[src/out_fault_regs.svh]
// Constants for the output fault state control block
// Summary of operation
// - Each channel holds program-mode settings off, on or hold, and fault-mode settings off, on, hold or user value.
// - On connection loss each output takes its fault behaviour on the third clock edge after conn_ok drops.
// - Hold-last-state keeps its value until the connection returns or a finite duration expires.
// - Unlimited duration keeps the fault value while the connection stays broken.
// - Finite duration expiry with connection still broken drives the final value.
// - Duration choices: unlimited, 1 s, 2 s, 5 s, 10 s.
// - Controller supplies per-point final value; device drives it after expiry.
// - Connection return makes every output follow commanded data again.
// - Output reaches new state within 100 us, or 10 us for the fast variant.
`ifndef OUT_FAULT_REGS_SVH
`define OUT_FAULT_REGS_SVH

// ----------------------------------------
// Clock and timing
// ----------------------------------------
`define CLK_PERIOD_NS 100
`define CHANGE_TIME_STD_NS 100000
`define CHANGE_TIME_FAST_NS 10000
`define CHANGE_CYC_STD (`CHANGE_TIME_STD_NS / `CLK_PERIOD_NS)
`define CHANGE_CYC_FAST (`CHANGE_TIME_FAST_NS / `CLK_PERIOD_NS)
`define DUR_1S_MS 1000
`define DUR_2S_MS 2000
`define DUR_5S_MS 5000
`define DUR_10S_MS 10000
`define MS_NS 1000000
`define CYC_PER_MS (`MS_NS / `CLK_PERIOD_NS)

// ----------------------------------------
// Output state encodings
// ----------------------------------------
`define OSEL_OFF 2'h0
`define OSEL_ON 2'h1
`define OSEL_HOLD 2'h2
`define OSEL_USER 2'h3

// ----------------------------------------
// Duration encodings
// ----------------------------------------
`define DUR_FOREVER 3'h0
`define DUR_1S 3'h1
`define DUR_2S 3'h2
`define DUR_5S 3'h3
`define DUR_10S 3'h4

`endif

[src/out_fault_pkg.sv]
// Types for the output fault state control block
package out_fault_pkg;
  typedef enum logic [1:0] {
    ST_RUN = 2'b00,
    ST_PROG = 2'b01,
    ST_FAULT = 2'b10,
    ST_FINAL = 2'b11
  } mode_e;
endpackage

[src/ms_tick.sv]
// Millisecond tick generator
`timescale 1ns/1ns
`default_nettype none
`include "out_fault_regs.svh"
module ms_tick #(
  parameter int unsigned CYC_PER_MS = `CYC_PER_MS
) (
  // Clock and reset
  input wire logic clk_sys,
  input wire logic rst,
  // Control
  input wire logic run,
  output logic tick
);
  typedef struct packed {
    logic [15:0] cnt;
    logic tick;
  } tick_s;
  tick_s s_q, s_d;

  always_comb begin
    s_d = s_q;
    s_d.tick = 1'b0;
    if (!run) begin
      s_d.cnt = 16'h0000;
    end else if (s_d.cnt == 16'(CYC_PER_MS - 1)) begin
      s_d.cnt = 16'h0000;
      s_d.tick = 1'b1;
    end else begin
      s_d.cnt = s_q.cnt + 16'h0001;
    end
  end

  always_ff @(posedge clk_sys) begin
    if (rst) begin
      s_q <= '0;
    end else begin
      s_q <= s_d;
    end
  end

  assign tick = s_q.tick;
endmodule
`default_nettype wire

[src/out_fault_ctrl.sv]
// Per-channel output state control across program and connection fault modes
`timescale 1ns/1ns
`default_nettype none
`include "out_fault_regs.svh"
module out_fault_ctrl #(
  parameter int unsigned NCH = 16,
  parameter int unsigned CYC_PER_MS = `CYC_PER_MS
) (
  // Clock and reset
  input wire logic clk_sys,
  input wire logic rst,
  // Connection and mode
  input wire logic conn_ok,
  input wire logic prog_mode,
  // Command message
  input wire logic cmd_valid,
  input wire logic [NCH-1:0] cmd_data,
  // Per-channel configuration and shared fault duration
  input wire logic [2*NCH-1:0] prog_sel_cfg,
  input wire logic [2*NCH-1:0] fault_sel_cfg,
  input wire logic [NCH-1:0] fault_user_value_cfg,
  input wire logic [NCH-1:0] point_final_fault_value_cfg,
  input wire logic [2:0] fault_duration_cfg,
  // Outputs and status
  output logic [NCH-1:0] out_point,
  output logic [1:0] mode_state,
  output logic fault_expired
);
  typedef struct packed {
    logic conn_s1;
    logic conn_s2;
    logic prog_s1;
    logic prog_s2;
    out_fault_pkg::mode_e mode;
    logic [13:0] ms_cnt;
    logic [NCH-1:0] cmd;
    logic [NCH-1:0] outp;
  } ctl_s;
  ctl_s s_q, s_d;

  logic tick;
  logic [13:0] dur_ms;
  logic finite;

  // ----------------------------------------
  // Millisecond timebase, runs only in fault
  // ----------------------------------------
  ms_tick #(.CYC_PER_MS(CYC_PER_MS)) u_tick (
    .clk_sys(clk_sys),
    .rst(rst),
    .run(s_q.mode == out_fault_pkg::ST_FAULT),
    .tick(tick)
  );

  // Duration decode
  always_comb begin
    finite = 1'b1;
    unique case (fault_duration_cfg)
      `DUR_1S: dur_ms = 14'(`DUR_1S_MS);
      `DUR_2S: dur_ms = 14'(`DUR_2S_MS);
      `DUR_5S: dur_ms = 14'(`DUR_5S_MS);
      `DUR_10S: dur_ms = 14'(`DUR_10S_MS);
      default: begin
        dur_ms = 14'h0000;
        finite = 1'b0;
      end
    endcase
  end

  // ----------------------------------------
  // Mode sequencing and output selection
  // ----------------------------------------
  always_comb begin
    s_d = s_q;
    s_d.conn_s1 = conn_ok;
    s_d.conn_s2 = s_q.conn_s1;
    s_d.prog_s1 = prog_mode;
    s_d.prog_s2 = s_q.prog_s1;
    if (cmd_valid) begin
      s_d.cmd = cmd_data;
    end
    unique case (s_q.mode)
      out_fault_pkg::ST_RUN, out_fault_pkg::ST_PROG: begin
        if (!s_q.conn_s2) begin
          s_d.mode = out_fault_pkg::ST_FAULT;
          s_d.ms_cnt = 14'h0000;
        end else begin
          s_d.mode = s_q.prog_s2 ? out_fault_pkg::ST_PROG : out_fault_pkg::ST_RUN;
        end
      end
      out_fault_pkg::ST_FAULT: begin
        if (s_q.conn_s2) begin
          s_d.mode = out_fault_pkg::ST_RUN;
        end else if (finite && tick) begin
          s_d.ms_cnt = s_q.ms_cnt + 14'h0001;
          if (s_q.ms_cnt + 14'h0001 >= dur_ms) begin
            s_d.mode = out_fault_pkg::ST_FINAL;
          end
        end
      end
      out_fault_pkg::ST_FINAL: begin
        if (s_q.conn_s2) begin
          s_d.mode = out_fault_pkg::ST_RUN;
        end
      end
    endcase
    // Outputs follow the new mode in the same update
    for (int i = 0; i < NCH; i++) begin
      unique case (s_d.mode)
        out_fault_pkg::ST_RUN: s_d.outp[i] = s_d.cmd[i];
        out_fault_pkg::ST_PROG: begin
          unique case (prog_sel_cfg[2*i +: 2])
            `OSEL_OFF: s_d.outp[i] = 1'b0;
            `OSEL_ON: s_d.outp[i] = 1'b1;
            default: s_d.outp[i] = s_q.outp[i];
          endcase
        end
        out_fault_pkg::ST_FAULT: begin
          unique case (fault_sel_cfg[2*i +: 2])
            `OSEL_OFF: s_d.outp[i] = 1'b0;
            `OSEL_ON: s_d.outp[i] = 1'b1;
            `OSEL_USER: s_d.outp[i] = fault_user_value_cfg[i];
            default: s_d.outp[i] = s_q.outp[i];
          endcase
        end
        out_fault_pkg::ST_FINAL: s_d.outp[i] = point_final_fault_value_cfg[i];
      endcase
    end
  end

  always_ff @(posedge clk_sys) begin
    if (rst) begin
      s_q <= '0;
      s_q.conn_s1 <= 1'b1;
      s_q.conn_s2 <= 1'b1;
    end else begin
      s_q <= s_d;
    end
  end

  assign out_point = s_q.outp;
  assign mode_state = s_q.mode;
  assign fault_expired = (s_q.mode == out_fault_pkg::ST_FINAL);

  // ----------------------------------------
  // Per-channel selection masks for the checks
  // ----------------------------------------
  logic [NCH-1:0] prog_off_mask;
  logic [NCH-1:0] prog_on_mask;
  logic [NCH-1:0] fault_off_mask;
  logic [NCH-1:0] fault_on_mask;
  logic [NCH-1:0] fault_hold_mask;
  logic [NCH-1:0] fault_user_mask;

  always_comb begin
    for (int i = 0; i < NCH; i++) begin
      prog_off_mask[i] = (prog_sel_cfg[2*i +: 2] == `OSEL_OFF);
      prog_on_mask[i] = (prog_sel_cfg[2*i +: 2] == `OSEL_ON);
      fault_off_mask[i] = (fault_sel_cfg[2*i +: 2] == `OSEL_OFF);
      fault_on_mask[i] = (fault_sel_cfg[2*i +: 2] == `OSEL_ON);
      fault_hold_mask[i] = (fault_sel_cfg[2*i +: 2] == `OSEL_HOLD);
      fault_user_mask[i] = (fault_sel_cfg[2*i +: 2] == `OSEL_USER);
    end
  end

  // ----------------------------------------
  // Checks
  // ----------------------------------------
  a_run_follows_cmd: assert property (@(posedge clk_sys) disable iff (rst)
    (s_q.mode == out_fault_pkg::ST_RUN && s_q.conn_s2 && !s_q.prog_s2 && cmd_valid)
    |=> out_point == $past(cmd_data))
    else $error("Run mode output not following command");
  a_loss_enters_fault: assert property (@(posedge clk_sys) disable iff (rst)
    (!s_q.conn_s2 && s_q.mode inside {out_fault_pkg::ST_RUN, out_fault_pkg::ST_PROG})
    |=> s_q.mode == out_fault_pkg::ST_FAULT)
    else $error("Connection loss not entering fault");
  a_forever_holds: assert property (@(posedge clk_sys) disable iff (rst)
    (s_q.mode == out_fault_pkg::ST_FAULT && !finite && !s_q.conn_s2)
    |=> s_q.mode == out_fault_pkg::ST_FAULT)
    else $error("Unlimited fault left while broken");
  a_final_value: assert property (@(posedge clk_sys) disable iff (rst)
    s_q.mode == out_fault_pkg::ST_FINAL |-> out_point == $past(point_final_fault_value_cfg))
    else $error("Final value not driven");
  a_return_run: assert property (@(posedge clk_sys) disable iff (rst)
    (s_q.conn_s2 && s_q.mode inside {out_fault_pkg::ST_FAULT, out_fault_pkg::ST_FINAL})
    |=> s_q.mode == out_fault_pkg::ST_RUN)
    else $error("Connection return not resuming");
  a_expiry_time: assert property (@(posedge clk_sys) disable iff (rst)
    (s_q.mode == out_fault_pkg::ST_FAULT && finite && s_q.ms_cnt >= dur_ms) |-> 1'b0)
    else $error("Fault duration overrun");
  a_hold_fault: assert property (@(posedge clk_sys) disable iff (rst)
    (s_q.mode == out_fault_pkg::ST_FAULT && $past(s_q.mode) == out_fault_pkg::ST_FAULT)
    |-> ((out_point ^ $past(out_point)) & $past(fault_hold_mask)) == '0)
    else $error("Hold last state changed");
  a_prog_off: assert property (@(posedge clk_sys) disable iff (rst)
    (s_q.mode == out_fault_pkg::ST_PROG && $past(prog_sel_cfg[1:0]) == `OSEL_OFF) |-> !out_point[0])
    else $error("Program off not applied");
  a_prog_on_off: assert property (@(posedge clk_sys) disable iff (rst)
    s_q.mode == out_fault_pkg::ST_PROG |->
      ((out_point & $past(prog_off_mask)) == '0 && (out_point & $past(prog_on_mask)) == $past(prog_on_mask)))
    else $error("Program selection not applied");
  a_fault_sel: assert property (@(posedge clk_sys) disable iff (rst)
    s_q.mode == out_fault_pkg::ST_FAULT |->
      ((out_point & $past(fault_off_mask)) == '0 && (out_point & $past(fault_on_mask)) == $past(fault_on_mask)
       && ((out_point ^ $past(fault_user_value_cfg)) & $past(fault_user_mask)) == '0))
    else $error("Fault selection not applied");
  a_final_stays: assert property (@(posedge clk_sys) disable iff (rst)
    (s_q.mode == out_fault_pkg::ST_FINAL && !s_q.conn_s2)
    |=> s_q.mode == out_fault_pkg::ST_FINAL)
    else $error("Final state left while broken");
  a_loss_restarts: assert property (@(posedge clk_sys) disable iff (rst)
    (!s_q.conn_s2 && s_q.mode inside {out_fault_pkg::ST_RUN, out_fault_pkg::ST_PROG})
    |=> s_q.ms_cnt == 14'h0000)
    else $error("Fault timer not restarted");
  a_prog_entry: assert property (@(posedge clk_sys) disable iff (rst)
    (s_q.mode == out_fault_pkg::ST_RUN && s_q.conn_s2 && s_q.prog_s2)
    |=> s_q.mode == out_fault_pkg::ST_PROG)
    else $error("Program mode not entered");
  a_prog_exit: assert property (@(posedge clk_sys) disable iff (rst)
    (s_q.mode == out_fault_pkg::ST_PROG && s_q.conn_s2 && !s_q.prog_s2)
    |=> s_q.mode == out_fault_pkg::ST_RUN)
    else $error("Program mode not left");
endmodule
`default_nettype wire

[config.mk]
export PLATFORM = sky130hd
export DESIGN_NAME = out_fault_ctrl
export DESIGN_NICKNAME = d
export VERILOG_FILES = /design/src/out_fault_pkg.sv /design/src/ms_tick.sv /design/src/out_fault_ctrl.sv
export VERILOG_INCLUDE_DIRS = /design/src
export SDC_FILE = /design/constraint.sdc
export NUM_CORES = 1
export LEC_CHECK = 0
export CAP_MARGIN = 30
export CORE_MARGIN = 1.5
export CORE_UTILIZATION = 65
export DETAILED_ROUTE_END_ITERATION = 12
export DONT_BUFFER_PORTS = 1
export PLACE_DENSITY = 0.79
export SLEW_MARGIN = 25
export SYNTH_ARGS = -nofsm -noshare
export SYNTH_HDL_FRONTEND = slang
export SYNTH_SLANG_ARGS = --single-unit
[constraint.sdc]
create_clock -name clk_sys -period 8.7 [get_ports clk_sys]
set_clock_uncertainty 0.05 [all_clocks]
set_input_delay 0.435 -clock clk_sys [delete_from_list [all_inputs] [get_ports clk_sys]]
set_output_delay 0.435 -clock clk_sys [all_outputs]
set_load 0.05 [all_outputs]
==> metrics.txt, run 1 <==
# TYPE chip_impl_metric gauge
chip_impl_info{name="run_status",value="finished, final reports clean"} 1
chip_impl_metric{name="setup_viol",unit=""} 0
chip_impl_metric{name="fin_crit_sh",unit="%"} 41.72
chip_impl_metric{name="cts-htree-levels",unit=""} 3
chip_impl_metric{name="total_switching_power",unit="W"} 0.0001949
chip_impl_metric{name="floorplan.initialDensity",unit="%"} 66.83
chip_impl_metric{name="global_route.overflow_total",unit=""} 0
chip_impl_metric{name="power.leakage",unit="nW"} 1.773
chip_impl_metric{name="clockPowerShare",unit="%"} 38.6
chip_impl_metric{name="worst_slew_margin_rel",unit="%"} 37.94
chip_impl_metric{name="synthesis.area",unit="um2"} 4516
chip_impl_metric{name="cell_internal_pwr",unit="W"} 0.0005190
chip_impl_info{name="holdCritStartpoint",value="rst"} 1
chip_impl_metric{name="hold_ws",unit="ns"} 0.1103
chip_impl_metric{name="clk-insertion-delay-late",unit="ns"} 0.35
chip_impl_metric{name="timing.critical_path.slowest_cell_delay",unit="ns"} 0.60
chip_impl_metric{name="ys_ff_latch",unit=""} 69
chip_impl_metric{name="timing.fmax",unit="MHz"} 275.5
chip_impl_metric{name="die_area",unit="um2"} 7456
chip_impl_metric{name="ys.warnings.count",unit=""} 0
chip_impl_info{name="worstSetupStartpointType",value="register"} 1
chip_impl_metric{name="cts_buffers",unit=""} 9
chip_impl_metric{name="wl",unit="um"} 10830
chip_impl_info{name="ys.flop_type",value="sky130_fd_sc_hd__dfxtp_1"} 1
chip_impl_info{name="mostFrequentLayoutCells",value="sky130_fd_sc_hd__nor2_1 (76), sky130_fd_sc_hd__dfxtp_1 (69), sky130_fd_sc_hd__nand3_1 (34), sky130_fd_sc_hd__a21oi_1 (34), sky130_fd_sc_hd__nand2b_1 (28)"} 1
chip_impl_metric{name="drt_iter0_markers",unit=""} 232
chip_impl_metric{name="num_vias",unit=""} 3952
chip_impl_metric{name="hold_buffers",unit=""} 0
chip_impl_info{name="worstPathCellList",value="ha_1, nand2_1, or4_1, nor2_1, xor2_1, ha_1, a21o_1, and4_4, a211o_4, o211ai_4, nand4b_1, a41oi_2"} 1
chip_impl_info{name="mostFrequentLayoutCell",value="sky130_fd_sc_hd__nor2_1"} 1
chip_impl_metric{name="via_per_inst",unit=""} 6.587
chip_impl_info{name="holdCritPathClass",value="in -> reg"} 1
chip_impl_metric{name="power_per_cell_area",unit="nW/um2"} 155.5
chip_impl_info{name="cp-end-kind",value="register"} 1
chip_impl_metric{name="final_layout_size_suffix_gt1_share",unit="%"} 9.615
chip_impl_metric{name="hpwlAfterDp",unit="um"} 7651
chip_impl_metric{name="postSynthNetCount",unit=""} 677
chip_impl_metric{name="drc_errors",unit=""} 0
chip_impl_metric{name="grt_pass1_wl",unit="um"} 17080
chip_impl_info{name="worst-setup-path-type",value="reg -> reg"} 1
chip_impl_metric{name="max-clock-path-buffers",unit=""} 2
chip_impl_metric{name="core.rowCount",unit=""} 30
chip_impl_metric{name="syn_avg_cell_area",unit="um2"} 8.285
chip_impl_metric{name="synth_top_cell_area_share",unit="%"} 30.59
chip_impl_metric{name="antenna_cells",unit=""} 0
chip_impl_metric{name="cts_resized",unit=""} 0
chip_impl_metric{name="synth-edff-count",unit=""} 0
chip_impl_metric{name="worst_r2r_path_depth",unit=""} 12
chip_impl_info{name="clock-root-buffer",value="sky130_fd_sc_hd__clkbuf_8"} 1
chip_impl_metric{name="detail_route.wl_per_cell",unit="um"} 18.05
chip_impl_info{name="worst_path_max_delay_cell",value="sky130_fd_sc_hd__or4_1"} 1
chip_impl_metric{name="worstMarginPinSlew",unit="ns"} 0.9275
chip_impl_metric{name="syn2layout_area_growth",unit="%"} 1.662
chip_impl_metric{name="postLayoutCoreUtil",unit="%"} 67.94
chip_impl_metric{name="synth.lib_cells_used.distinct",unit=""} 58
chip_impl_metric{name="post-cts-setup-buffers",unit=""} 0
chip_impl_metric{name="finish.net_count",unit=""} 647
chip_impl_info{name="yosys-top-cells-area",value="sky130_fd_sc_hd__dfxtp_1 (31%), sky130_fd_sc_hd__nor2_1 (6.3%), sky130_fd_sc_hd__nand2b_1 (3.9%)"} 1
chip_impl_metric{name="fp.dieW",unit="um"} 86.35
chip_impl_metric{name="io_pins",unit=""} 139
chip_impl_metric{name="r2r_slack",unit="ns"} 5.07
chip_impl_metric{name="power_frac_comb",unit="%"} 10.8
chip_impl_metric{name="timing.critical_path.required",unit="ns"} 8.92
chip_impl_info{name="tritoncts_clock_tree",value="built"} 1
chip_impl_metric{name="sum_of_internal_switching_and_leakage_power",unit="W"} 0.0007139
chip_impl_metric{name="holdPathStages",unit=""} 1
chip_impl_metric{name="swShare",unit="%"} 27.30
chip_impl_metric{name="synth_cells",unit=""} 545
chip_impl_metric{name="cp_max_fo",unit=""} 21
chip_impl_info{name="unrepaired_setup_endpoints_after_global_routing",value="false"} 1
chip_impl_metric{name="gr-usage-all-layers",unit="%"} 28.54
chip_impl_metric{name="power.sequential.fraction",unit="%"} 50.6
chip_impl_metric{name="ir_drop",unit="mV"} 0.09969
chip_impl_info{name="crit-reg2reg-launch",value="s_q[32]"} 1
chip_impl_metric{name="slew_violations",unit=""} 0
chip_impl_metric{name="gp_routability_congestion",unit=""} 0.8858
chip_impl_metric{name="timing.critical_path.arrival",unit="ns"} 3.85
chip_impl_metric{name="pin_count_of_the_biggest_net_entering_global_routing",unit=""} 61
chip_impl_info{name="r2r-end",value="out_point[0]"} 1
chip_impl_metric{name="clock-sinks",unit=""} 69
chip_impl_metric{name="cts.reportedPaths.clkPinSlew",unit="ns"} 0.07
chip_impl_metric{name="postSynth.asyncResetShare",unit="%"} 0
chip_impl_metric{name="timing.max_cap.violations",unit=""} 0
chip_impl_info{name="crit_path_frequent_cell",value="sky130_fd_sc_hd__ha_1"} 1
chip_impl_metric{name="layout_min_cycle_time",unit="ns"} 3.630
chip_impl_metric{name="first_global_vias",unit=""} 3789
chip_impl_metric{name="die_height",unit="um"} 86.35
chip_impl_metric{name="tns",unit="ns"} 0
chip_impl_info{name="min_delay_worst_endpoint",value="s_d[48]"} 1
chip_impl_info{name="synthDominantAreaCellType",value="sky130_fd_sc_hd__dfxtp_1"} 1
chip_impl_metric{name="placeableCoreArea",unit="um2"} 6756
chip_impl_metric{name="hold_viol_final",unit=""} 0
chip_impl_metric{name="buffer_ports.inserted",unit=""} 0
chip_impl_metric{name="drt.antenna.violating_nets",unit=""} 0
chip_impl_metric{name="grt_antenna_before_repair",unit=""} 0
chip_impl_metric{name="dr.pass1.iters",unit=""} 5
chip_impl_metric{name="yosysSeqAreaShare",unit="%"} 30.59
[worst max path at each step]
stage	startpoint	endpoint	slack, ns	cells after the start
after floorplan	s_q[32]	out_point[0]	5.62	10
after global placement	s_q[32]	out_point[4]	5.23	12
after detailed placement	s_q[32]	out_point[0]	5.14	12
after CTS	s_q[32]	out_point[0]	5.10	12
after global routing	s_q[32]	out_point[0]	4.92	12
final	s_q[32]	out_point[0]	5.07	12
[final cells by class]
cell class / count / area (um2)
well taps: 80 / 100.1
clock buffers: 13 / 168.9
inverters: 21 / 78.83
repair buffers: 4 / 30.03
multi-input cells: 410 / 2789
flip-flops and latches: 69 / 1381
clock inverters: 3 / 42.54
fillers: 562 / 2166
[stage by stage]
step | area, um2 | std cells | setup slack (ns)
global route | 4591 | 600 | 4.918
floorplan | 4516 | 545 | 5.622
global placement | 4379 | 584 | 5.232
CTS | 4591 | 600 | 5.098
finish | 4591 | 600 | 5.070
detailed placement | 4379 | 584 | 5.139
[state kept, by name (all words and copies together), names as in the netlist]
| signal | count |
|---|---|
| mode_state | 2 |
| out_point | 16 |
| s_d | 2 |
| s_q | 32 |
| u_tick.tick | 1 |
| u_tick.s_q | 16 |
[critical path: cells and delay by family (launching register included)]
family                     cells  cell delay (ns)
and+or+nand+nor                5             1.34
xor gates and xnor gates       1             0.11
AOI/OAI and AO/OA              4             1.26
adders and majority gates      2             0.41
DFF                            1             0.38
[per-layer routing]
layer	track usage [%]	part of all wire [%]	up-vias
li1	-	-	1897
met1	33.15	42	1858
met2	50.36	49	168
met3	5.810	6.9	29
met4	13.20	2.5	0
met5	0	0	-
[Yosys cell counts, drive strengths merged, types with 6 or more instances]
library cell	instances
nor2	76
dfxtp	69
nand3	35
a21oi	34
buf	29
nand2b	28
nand2	24
inv	21
o21ai	21
xor2	18
clkbuf	16
mux2i	16
ha	12
a21o	11
a41oi	11
nand4	10
nand4b	10
and3	8
xnor2	8
a22oi	6
nor2b	6
nor3	6
o311ai	6
[power by group through the flow]
stage,registers [W],clock network (W),logic (W)
after floorplan,0.000340,0,0.000107
after global placement,0.000368,0,0.0000743
after detailed placement,0.000368,0,0.0000763
after CTS,0.000361,0.000280,0.0000769
after global routing,0.000362,0.000293,0.0000851
final,0.000361,0.000275,0.0000774
[logic make-up (layout without fill, tap and decap cells)]
group / after synthesis / count (layout) / synth area share [%]
buffers and inverters: 66 / 41 / 7.647
AOI/OAI and AO/OA: 129 / 129 / 23.03
DFF: 69 / 69 / 30.59
xor gates and xnor gates: 26 / 26 / 5.043
adders and majority gates: 12 / 12 / 3.325
muxes: 16 / 16 / 3.547
and+or+nand+nor: 227 / 227 / 26.82
Note: power is estimated with default switching activity, not from simulation.
==> run 2, diff against run 1 <==
--- a/config.mk
+++ b/config.mk
@@ -6,12 +6,13 @@
 export SDC_FILE = /design/constraint.sdc
 export NUM_CORES = 1
 export LEC_CHECK = 0
+export ABC_AREA = 1
 export CAP_MARGIN = 30
 export CORE_MARGIN = 1.5
-export CORE_UTILIZATION = 65
+export CORE_UTILIZATION = 58
 export DETAILED_ROUTE_END_ITERATION = 12
 export DONT_BUFFER_PORTS = 1
-export PLACE_DENSITY = 0.79
+export PLACE_DENSITY = 0.74
 export SLEW_MARGIN = 25
 export SYNTH_ARGS = -nofsm -noshare
 export SYNTH_HDL_FRONTEND = slang
==> constraint.sdc (replaced) <==
create_clock -name clk_sys -period 3.07 [get_ports clk_sys]
set_clock_uncertainty 0.05 [all_clocks]
set_input_delay 0.1535 -clock clk_sys [delete_from_list [all_inputs] [get_ports clk_sys]]
set_output_delay 0.1535 -clock clk_sys [all_outputs]
set_load 0.05 [all_outputs]
==> run 2 against run 1 <==
Clock power rose to 3.4 times the previous value. Critical path depth rose by 8. Design area rose by 11%. Non-clock buffer count rose by 50. Sequential power rose to 2.8 times the previous value. Critical path type unchanged. Die area rose by 7.2%. Synthesized cell count rose by 18%. Largest cell class unchanged. Cell count rose by 29%. Combinational power rose to 3.6 times the previous value. Critical endpoint is now out_point[12]. Sequential cell count did not move. Maximum frequency rose by 25%. Total power rose to 3.1 times the previous value.
==> metrics.txt, run 2 <==
# TYPE chip_impl_metric gauge
chip_impl_metric{name="synth_cells",unit=""} 644
chip_impl_metric{name="power.leakage",unit="nW"} 2.274
chip_impl_metric{name="final_layout_size_suffix_gt1_share",unit="%"} 12.59
chip_impl_info{name="ys.flop_type",value="sky130_fd_sc_hd__dfxtp_1"} 1
chip_impl_metric{name="syn2layout_area_growth",unit="%"} 17.28
chip_impl_metric{name="postSynthNetCount",unit=""} 776
chip_impl_info{name="worst-setup-path-type",value="reg -> reg"} 1
chip_impl_metric{name="first_global_vias",unit=""} 3780
chip_impl_metric{name="cts_buffers",unit=""} 9
chip_impl_metric{name="via_per_inst",unit=""} 5.609
chip_impl_metric{name="power_per_cell_area",unit="nW/um2"} 437.7
chip_impl_info{name="worstSetupStartpointType",value="register"} 1
chip_impl_metric{name="worstMarginPinSlew",unit="ns"} 1.431
chip_impl_info{name="holdCritStartpoint",value="point_final_fault_value_cfg[11]"} 1
chip_impl_metric{name="gp_routability_congestion",unit=""} 0.8592
chip_impl_metric{name="timing.max_cap.violations",unit=""} 0
chip_impl_info{name="tritoncts_clock_tree",value="built"} 1
chip_impl_metric{name="syn_avg_cell_area",unit="um2"} 6.724
chip_impl_metric{name="timing.critical_path.required",unit="ns"} 3.31
chip_impl_metric{name="timing.final.ws_setup",unit="ns"} 0.1609
chip_impl_metric{name="hold_viol_final",unit=""} 0
chip_impl_metric{name="worst_slew_margin_rel",unit="%"} 3.944
chip_impl_metric{name="die_area",unit="um2"} 7993
chip_impl_info{name="clock-root-buffer",value="sky130_fd_sc_hd__clkbuf_8"} 1
chip_impl_metric{name="cp_max_fo",unit=""} 7
chip_impl_metric{name="io_pins",unit=""} 139
chip_impl_metric{name="core.rowCount",unit=""} 31
chip_impl_info{name="synthDominantAreaCellType",value="sky130_fd_sc_hd__dfxtp_1"} 1
chip_impl_info{name="worstPathCellList",value="nand2_1, nor2_4, nand2_2, nor2_2, xor2_2, ha_1, a21o_1, a21oi_1, nand2_1, nand2_1, nand2_1, nand2_1, nand2_2, nand2_4, nand2_8, nand2_4, nand3_2, o21ai_1, nand2_1, a21oi_2"} 1
chip_impl_metric{name="num_vias",unit=""} 4347
chip_impl_metric{name="floorplan.initialDensity",unit="%"} 59.70
chip_impl_metric{name="layout_min_cycle_time",unit="ns"} 2.909
chip_impl_info{name="holdCritPathClass",value="in -> reg"} 1
chip_impl_metric{name="finish.net_count",unit=""} 802
chip_impl_info{name="min_delay_worst_endpoint",value="out_point[11]"} 1
chip_impl_metric{name="clock-sinks",unit=""} 69
chip_impl_metric{name="clk-insertion-delay-late",unit="ns"} 0.36
chip_impl_metric{name="cts-htree-levels",unit=""} 3
chip_impl_metric{name="gr-usage-all-layers",unit="%"} 27.83
chip_impl_metric{name="synthesis.area",unit="um2"} 4330
chip_impl_metric{name="worst_r2r_path_depth",unit=""} 20
chip_impl_metric{name="timing.critical_path.arrival",unit="ns"} 3.15
chip_impl_metric{name="holdPathStages",unit=""} 4
chip_impl_info{name="mostFrequentLayoutCell",value="sky130_fd_sc_hd__nand2_1"} 1
chip_impl_metric{name="pre_cts_ws",unit="ns"} 0.001968
chip_impl_metric{name="sum_of_internal_switching_and_leakage_power",unit="W"} 0.002223
chip_impl_metric{name="r2r_slack",unit="ns"} 0.16
chip_impl_metric{name="wl",unit="um"} 12080
chip_impl_info{name="r2r-end",value="out_point[12]"} 1
chip_impl_metric{name="hold_ws",unit="ns"} 0.008980
chip_impl_info{name="yosys-top-cells-count",value="sky130_fd_sc_hd__nand2_1 (161), sky130_fd_sc_hd__inv_1 (78), sky130_fd_sc_hd__dfxtp_1 (69)"} 1
chip_impl_metric{name="dr.pass1.iters",unit=""} 5
chip_impl_metric{name="grt_pass1_wl",unit="um"} 17020
chip_impl_metric{name="timing.fmax",unit="MHz"} 343.8
chip_impl_metric{name="yosysSeqAreaShare",unit="%"} 31.90
chip_impl_metric{name="timing.critical_path.slowest_cell_delay",unit="ns"} 0.37
chip_impl_info{name="most_numerous_cell_in_the_yosys_netlist",value="sky130_fd_sc_hd__nand2_1"} 1
chip_impl_metric{name="hpwlAfterDp",unit="um"} 7495
chip_impl_metric{name="grt_antenna_before_repair",unit=""} 1
chip_impl_metric{name="setup_viol",unit=""} 0
chip_impl_metric{name="drc_errors",unit=""} 0
chip_impl_metric{name="postLayoutCoreUtil",unit="%"} 70.02
chip_impl_metric{name="tns",unit="ns"} 0
chip_impl_metric{name="postSynth.asyncResetShare",unit="%"} 0
chip_impl_metric{name="drt.antenna.violating_nets",unit=""} 0
chip_impl_metric{name="ys.warnings.count",unit=""} 0
chip_impl_metric{name="synth.lib_cells_used.distinct",unit=""} 39
chip_impl_metric{name="synth_top_cell_area_share",unit="%"} 31.90
chip_impl_metric{name="cts.reportedPaths.clkPinSlew",unit="ns"} 0.09
chip_impl_metric{name="detail_route.wl_per_cell",unit="um"} 15.58
chip_impl_info{name="crit_path_frequent_cell",value="sky130_fd_sc_hd__nand2_1"} 1
chip_impl_metric{name="max-clock-path-buffers",unit=""} 2
chip_impl_metric{name="largest_register_ff_count",unit=""} 32
chip_impl_metric{name="synth-edff-count",unit=""} 0
chip_impl_info{name="yosys-top-cells-area",value="sky130_fd_sc_hd__dfxtp_1 (32%), sky130_fd_sc_hd__nand2_1 (14%), sky130_fd_sc_hd__inv_1 (6.8%)"} 1
chip_impl_info{name="mostFrequentLayoutCells",value="sky130_fd_sc_hd__nand2_1 (157), sky130_fd_sc_hd__inv_1 (78), sky130_fd_sc_hd__dfxtp_1 (64), sky130_fd_sc_hd__nor2_1 (62), sky130_fd_sc_hd__nand3_1 (58)"} 1
chip_impl_metric{name="ir_drop",unit="mV"} 0.2406
chip_impl_metric{name="pin_count_of_the_biggest_net_entering_global_routing",unit=""} 52
chip_impl_metric{name="drt_iter0_markers",unit=""} 271
chip_impl_metric{name="fp.dieW",unit="um"} 89.41
chip_impl_info{name="top_reg_by_flops",value="s_q"} 1
chip_impl_metric{name="ys_ff_latch",unit=""} 69
chip_impl_info{name="cp-end-kind",value="register"} 1
chip_impl_info{name="crit-reg2reg-launch",value="s_q[33]"} 1
chip_impl_metric{name="die_height",unit="um"} 89.41
chip_impl_metric{name="global_route.overflow_total",unit=""} 0
chip_impl_info{name="worst_path_max_delay_cell",value="sky130_fd_sc_hd__dfxtp_1"} 1
chip_impl_metric{name="layout.filler_cells",unit=""} 597
chip_impl_metric{name="placeableCoreArea",unit="um2"} 7253
chip_impl_metric{name="fin_crit_sh",unit="%"} 94.76
chip_impl_info{name="run_status",value="finished, final reports clean"} 1
chip_impl_metric{name="buffer_ports.inserted",unit=""} 0
chip_impl_metric{name="slew_violations",unit=""} 0
[run 2: through the flow]
stage | cells | area [um2]
floorplan | 644 | 4330
global placement | 708 | 4237
detailed placement | 708 | 4237
CTS | 762 | 4885
global route | 775 | 5079
finish | 775 | 5079
[run 2: layer usage]
metal  vias to the layer above  wire [um]  global-route usage, %
met3                        50        979                  6.187
met5                         -          0                      0
met1                      1940       4941                  34.55
met4                         0        397                  12.31
li1                       2105          -                      -
met2                       252       5758                  46.27
[run 2: worst max-delay path by stage]
stage            start             to  slack (ns)
2_1_floorplan  s_q[32]  out_point[11]        0.41
3_3_place_gp   s_q[32]   out_point[1]        0.17
3_5_place_dp   s_q[32]  out_point[10]       0.002
4_1_cts        s_q[32]  out_point[10]        0.10
5_1_grt        s_q[33]  out_point[12]       -0.05
6_report       s_q[33]  out_point[12]        0.16
[run 2: layout make-up]
class,count,area [um2],area share [%]
inverters,79,296.5,5.839
multi-input cells,457,2475,48.73
repair buffers,54,548.0,10.79
flip-flops and latches,69,1388,27.32
well taps,99,123.9,2.439
clock inverters,7,121.4,2.390
diodes,1,2.502,0.04927
clock buffers,9,123.9,2.439
[run 2: kinds of logic (layout without fill, tap and decap cells)]
kind of cell	Yosys count	count (layout)	synth area share, %
compound gates	86	86	10.89
mux	16	16	3.698
fa+ha+maj	12	12	3.467
simple gates	330	334	34.96
xor+xnor	9	9	1.820
flops	69	69	31.90
buf+inv	122	149	13.26
other cells	0	1	0
[run 2: worst max-delay path, delay by kind of cell, from the launching register on]
family | cells | cell delay [ns]
DFF | 1 | 0.37
AOI/OAI and AO/OA | 4 | 0.55
xor gates and xnor gates | 1 | 0.19
and+or+nand+nor | 14 | 1.44
adders and majority gates | 1 | 0.27
[run 2: power breakdown]
group	switching (W)	internal (W)
logic	0.000153	0.000122
clock network	0.000387	0.000545
registers	0.0000865	0.000929
total	0.000627	0.00160
[run 2: repair_timing]
| item | in CTS | in global routing |
|---|---|---|
| endpoints found under the setup margin | 3 | 16 |
| hold endpoints to repair | 52 | 0 |
| gates resized for setup | 1 | 21 |
| hold buffers | 38 | 0 |
| gates cloned | 0 | 5 |
| pin swaps | 0 | 5 |
| setup buffers | 0 | 7 |
==> run 3, diff against run 2 <==
==> constraint.sdc (replaced) <==
create_clock -name clk_sys -period 3.07 [get_ports clk_sys]
set_clock_uncertainty 0.05 [all_clocks]
set_input_delay 0.1535 -clock clk_sys [delete_from_list [all_inputs] [get_ports clk_sys]]
set_output_delay 0.1535 -clock clk_sys [all_outputs]
set_load 0.01 [all_outputs]
==> run 3 against run 2 <==
Clock-buffer cell count stayed put. Critical path type unchanged. Register-to-register slack worse by 0.06 ns. Clock power is 9.9% lower. Critical path depth is 5 higher. Largest cell class unchanged. Highest routed layer unchanged.
==> metrics.txt, run 3 (synthesized netlist as in run 2, its figures left out) <==
# TYPE chip_impl_metric gauge
chip_impl_info{name="run_status",value="finished, final reports clean"} 1
chip_impl_info{name="tritoncts_clock_tree",value="built"} 1
chip_impl_metric{name="gp_routability_congestion",unit=""} 0.8640
chip_impl_metric{name="detail_route.wl_per_cell",unit="um"} 15.97
chip_impl_info{name="top_reg_by_flops",value="s_q"} 1
chip_impl_metric{name="layout.filler_cells",unit=""} 583
chip_impl_metric{name="power.leakage",unit="nW"} 2.280
chip_impl_metric{name="pin_count_of_the_biggest_net_entering_global_routing",unit=""} 44
chip_impl_metric{name="setup_viol",unit=""} 0
chip_impl_metric{name="drt_iter0_markers",unit=""} 361
chip_impl_metric{name="die_height",unit="um"} 89.41
chip_impl_metric{name="grt_antenna_before_repair",unit=""} 0
chip_impl_info{name="worstSetupStartpointType",value="register"} 1
chip_impl_metric{name="io_pins",unit=""} 139
chip_impl_metric{name="wl",unit="um"} 12410
chip_impl_metric{name="syn2layout_area_growth",unit="%"} 17.48
chip_impl_metric{name="cp_max_fo",unit=""} 7
chip_impl_metric{name="floorplan.initialDensity",unit="%"} 59.70
chip_impl_metric{name="die_area",unit="um2"} 7993
chip_impl_metric{name="worst_slew_margin_rel",unit="%"} 3.584
chip_impl_metric{name="ir_drop",unit="mV"} 0.2813
chip_impl_metric{name="cts_buffers",unit=""} 9
chip_impl_metric{name="cts.reportedPaths.clkPinSlew",unit="ns"} 0.09
chip_impl_metric{name="grt_pass1_wl",unit="um"} 17560
chip_impl_metric{name="clockPowerShare",unit="%"} 40.5
chip_impl_metric{name="power_frac_comb",unit="%"} 13.4
chip_impl_metric{name="power.sequential.fraction",unit="%"} 46.1
chip_impl_metric{name="cell_internal_pwr",unit="W"} 0.001511
chip_impl_metric{name="final_layout_size_suffix_gt1_share",unit="%"} 11.21
chip_impl_metric{name="timing.fmax",unit="MHz"} 337.2
chip_impl_metric{name="placed_cell_area",unit="um2"} 4229
chip_impl_metric{name="slew_violations",unit=""} 0
chip_impl_metric{name="timing.max_cap.violations",unit=""} 0
chip_impl_metric{name="total_switching_power",unit="W"} 0.0005662
chip_impl_metric{name="dr.pass1.iters",unit=""} 6
chip_impl_metric{name="hold_viol_final",unit=""} 0
chip_impl_metric{name="finish.net_count",unit=""} 805
chip_impl_metric{name="drt.antenna.violating_nets",unit=""} 0
chip_impl_metric{name="timing.critical_path.arrival",unit="ns"} 3.16
chip_impl_metric{name="fin_area",unit="um2"} 5087
chip_impl_metric{name="fin_crit_sh",unit="%"} 96.59
chip_impl_metric{name="first_global_vias",unit=""} 3926
chip_impl_info{name="mostFrequentLayoutCell",value="sky130_fd_sc_hd__nand2_1"} 1
chip_impl_metric{name="antenna_cells",unit=""} 0
chip_impl_metric{name="global_route.overflow_total",unit=""} 0
chip_impl_metric{name="sum_of_internal_switching_and_leakage_power",unit="W"} 0.002078
chip_impl_metric{name="worstMarginPinSlew",unit="ns"} 1.437
chip_impl_info{name="mostFrequentLayoutCells",value="sky130_fd_sc_hd__nand2_1 (158), sky130_fd_sc_hd__inv_1 (78), sky130_fd_sc_hd__dfxtp_1 (64), sky130_fd_sc_hd__nor2_1 (62), sky130_fd_sc_hd__nand3_1 (58)"} 1
chip_impl_info{name="cp-end-kind",value="register"} 1
chip_impl_metric{name="via_per_inst",unit=""} 5.671
chip_impl_info{name="holdCritPathClass",value="in -> reg"} 1
chip_impl_metric{name="num_vias",unit=""} 4406
chip_impl_metric{name="clock-sinks",unit=""} 69
chip_impl_info{name="worst-setup-path-type",value="reg -> reg"} 1
chip_impl_metric{name="drc_errors",unit=""} 0
chip_impl_metric{name="fp.dieW",unit="um"} 89.41
chip_impl_metric{name="buffer_ports.inserted",unit=""} 0
chip_impl_metric{name="timing.critical_path.required",unit="ns"} 3.26
chip_impl_metric{name="gr-usage-all-layers",unit="%"} 28.66
chip_impl_metric{name="max-clock-path-buffers",unit=""} 2
chip_impl_metric{name="hpwlAfterDp",unit="um"} 7530
chip_impl_info{name="unrepaired_setup_endpoints_after_global_routing",value="true"} 1
chip_impl_metric{name="layout_min_cycle_time",unit="ns"} 2.965
chip_impl_metric{name="largest_register_ff_count",unit=""} 32
chip_impl_info{name="clock-root-buffer",value="sky130_fd_sc_hd__clkbuf_8"} 1
chip_impl_metric{name="cts-htree-levels",unit=""} 3
chip_impl_metric{name="swShare",unit="%"} 27.25
chip_impl_metric{name="power_per_cell_area",unit="nW/um2"} 408.4
chip_impl_metric{name="clk-insertion-delay-late",unit="ns"} 0.36
chip_impl_metric{name="placeableCoreArea",unit="um2"} 7253
chip_impl_metric{name="core.rowCount",unit=""} 31
[run 3: cell count changes in the layout (fill, tap and decap cells not counted), moves of 2 or more]
| cell | change |
|---|---|
| sky130_fd_sc_hd__clkinvlp_4 | +2 |
| sky130_fd_sc_hd__dlygate4sd3_1 | +10 |
| sky130_fd_sc_hd__nand2_4 | -3 |
| sky130_fd_sc_hd__buf_4 | -6 |
[run 3: worst paths after layout]
| check | start | endpoint | slack (ns) | cells after the start |
|---|---|---|---|---|
| setup / recovery | s_q[32] | out_point[5] | 0.10 | 25 |
| hold / removal | point_final_fault_value_cfg[11] | out_point[11] | 0.02 | 4 |
| setup reg to reg | s_q[32] | out_point[5] | 0.10 | 25 |
| hold reg to reg | s_d[50] | s_q[50] | 0.37 | 1 |
[run 3: what timing repair did]
action,4_1_cts,5_1_grt
endpoints found under the setup margin,0,16
resized for setup,0,20
hold endpoints to repair,52,0
hold buffers,48,0
buffers inserted,0,3
[run 3: power groups by stage]
stage               Clock [W]  Combinational (W)  Sequential (W)
floorplan                   0           0.000212        0.000960
global placement            0           0.000185        0.000978
detailed placement          0           0.000192        0.000978
CTS                  0.000843           0.000254        0.000957
global route         0.000881           0.000305        0.000961
finish               0.000841           0.000278        0.000958
[run 3: cell type report]
class,count,area (um2),share of cell area [%]
repair buffers,59,606.8,11.93
flip-flops and latches,69,1388,27.27
clock inverters,7,97.59,1.918
well taps,99,123.9,2.435
multi-input cells,455,2451,48.18
clock buffers,9,123.9,2.435
inverters,79,296.5,5.829
[run 3: through the flow]
stage | TNS [ns] | setup WS (ns) | util [%] | hold WS, ns | cells
finish | 0 | 0.1045 | 70.14 | 0.01501 | 777
floorplan | 0 | 0.4135 | - | 0.2073 | 644
global placement | 0 | 0.1800 | 58.31 | 0.1723 | 707
global route | -0.1163 | -0.06157 | 70.14 | 0.01795 | 777
CTS | 0 | 0.0003249 | 68.12 | 0.0009114 | 771
detailed placement | 0 | 0.02700 | 58.31 | 0.1736 | 707
[run 3: worst max-delay path, stage by stage, from the launching register on]
cell and delay, ns:
sky130_fd_sc_hd__dfxtp_2 0.33, sky130_fd_sc_hd__ha_1 0.22, sky130_fd_sc_hd__nand2_2 0.14, sky130_fd_sc_hd__nor2_1 0.06, sky130_fd_sc_hd__nand2_1 0.06, sky130_fd_sc_hd__inv_1 0.05
sky130_fd_sc_hd__nor2_1 0.09, sky130_fd_sc_hd__nor2_1 0.07, sky130_fd_sc_hd__ha_1 0.28, sky130_fd_sc_hd__nand2_1 0.06, sky130_fd_sc_hd__nor2_1 0.09, sky130_fd_sc_hd__nand2_1 0.08
sky130_fd_sc_hd__nand2_1 0.10, sky130_fd_sc_hd__nand2_1 0.07, sky130_fd_sc_hd__nand2_1 0.07, sky130_fd_sc_hd__nand2_1 0.04, sky130_fd_sc_hd__nand2_1 0.05, sky130_fd_sc_hd__nand2_1 0.05
sky130_fd_sc_hd__nand2_1 0.07, sky130_fd_sc_hd__nand2_2 0.09, sky130_fd_sc_hd__nand2_8 0.15, sky130_fd_sc_hd__nand2_4 0.14, sky130_fd_sc_hd__nand3_1 0.18, sky130_fd_sc_hd__nand3_1 0.13
sky130_fd_sc_hd__nand2_1 0.10, sky130_fd_sc_hd__a21oi_1 0.06
[run 3: per-layer routing]
| metal | share of wire [%] | wire (um) | up-vias | global-route usage (%) |
|---|---|---|---|---|
| met2 | 48 | 5949 | 263 | 47.71 |
| met5 | 0 | 0 | - | 0 |
| li1 | - | - | 2103 | - |
| met4 | 3.3 | 409 | 0 | 13.99 |
| met3 | 8.2 | 1023 | 44 | 6.187 |
| met1 | 41 | 5030 | 1996 | 35.13 |
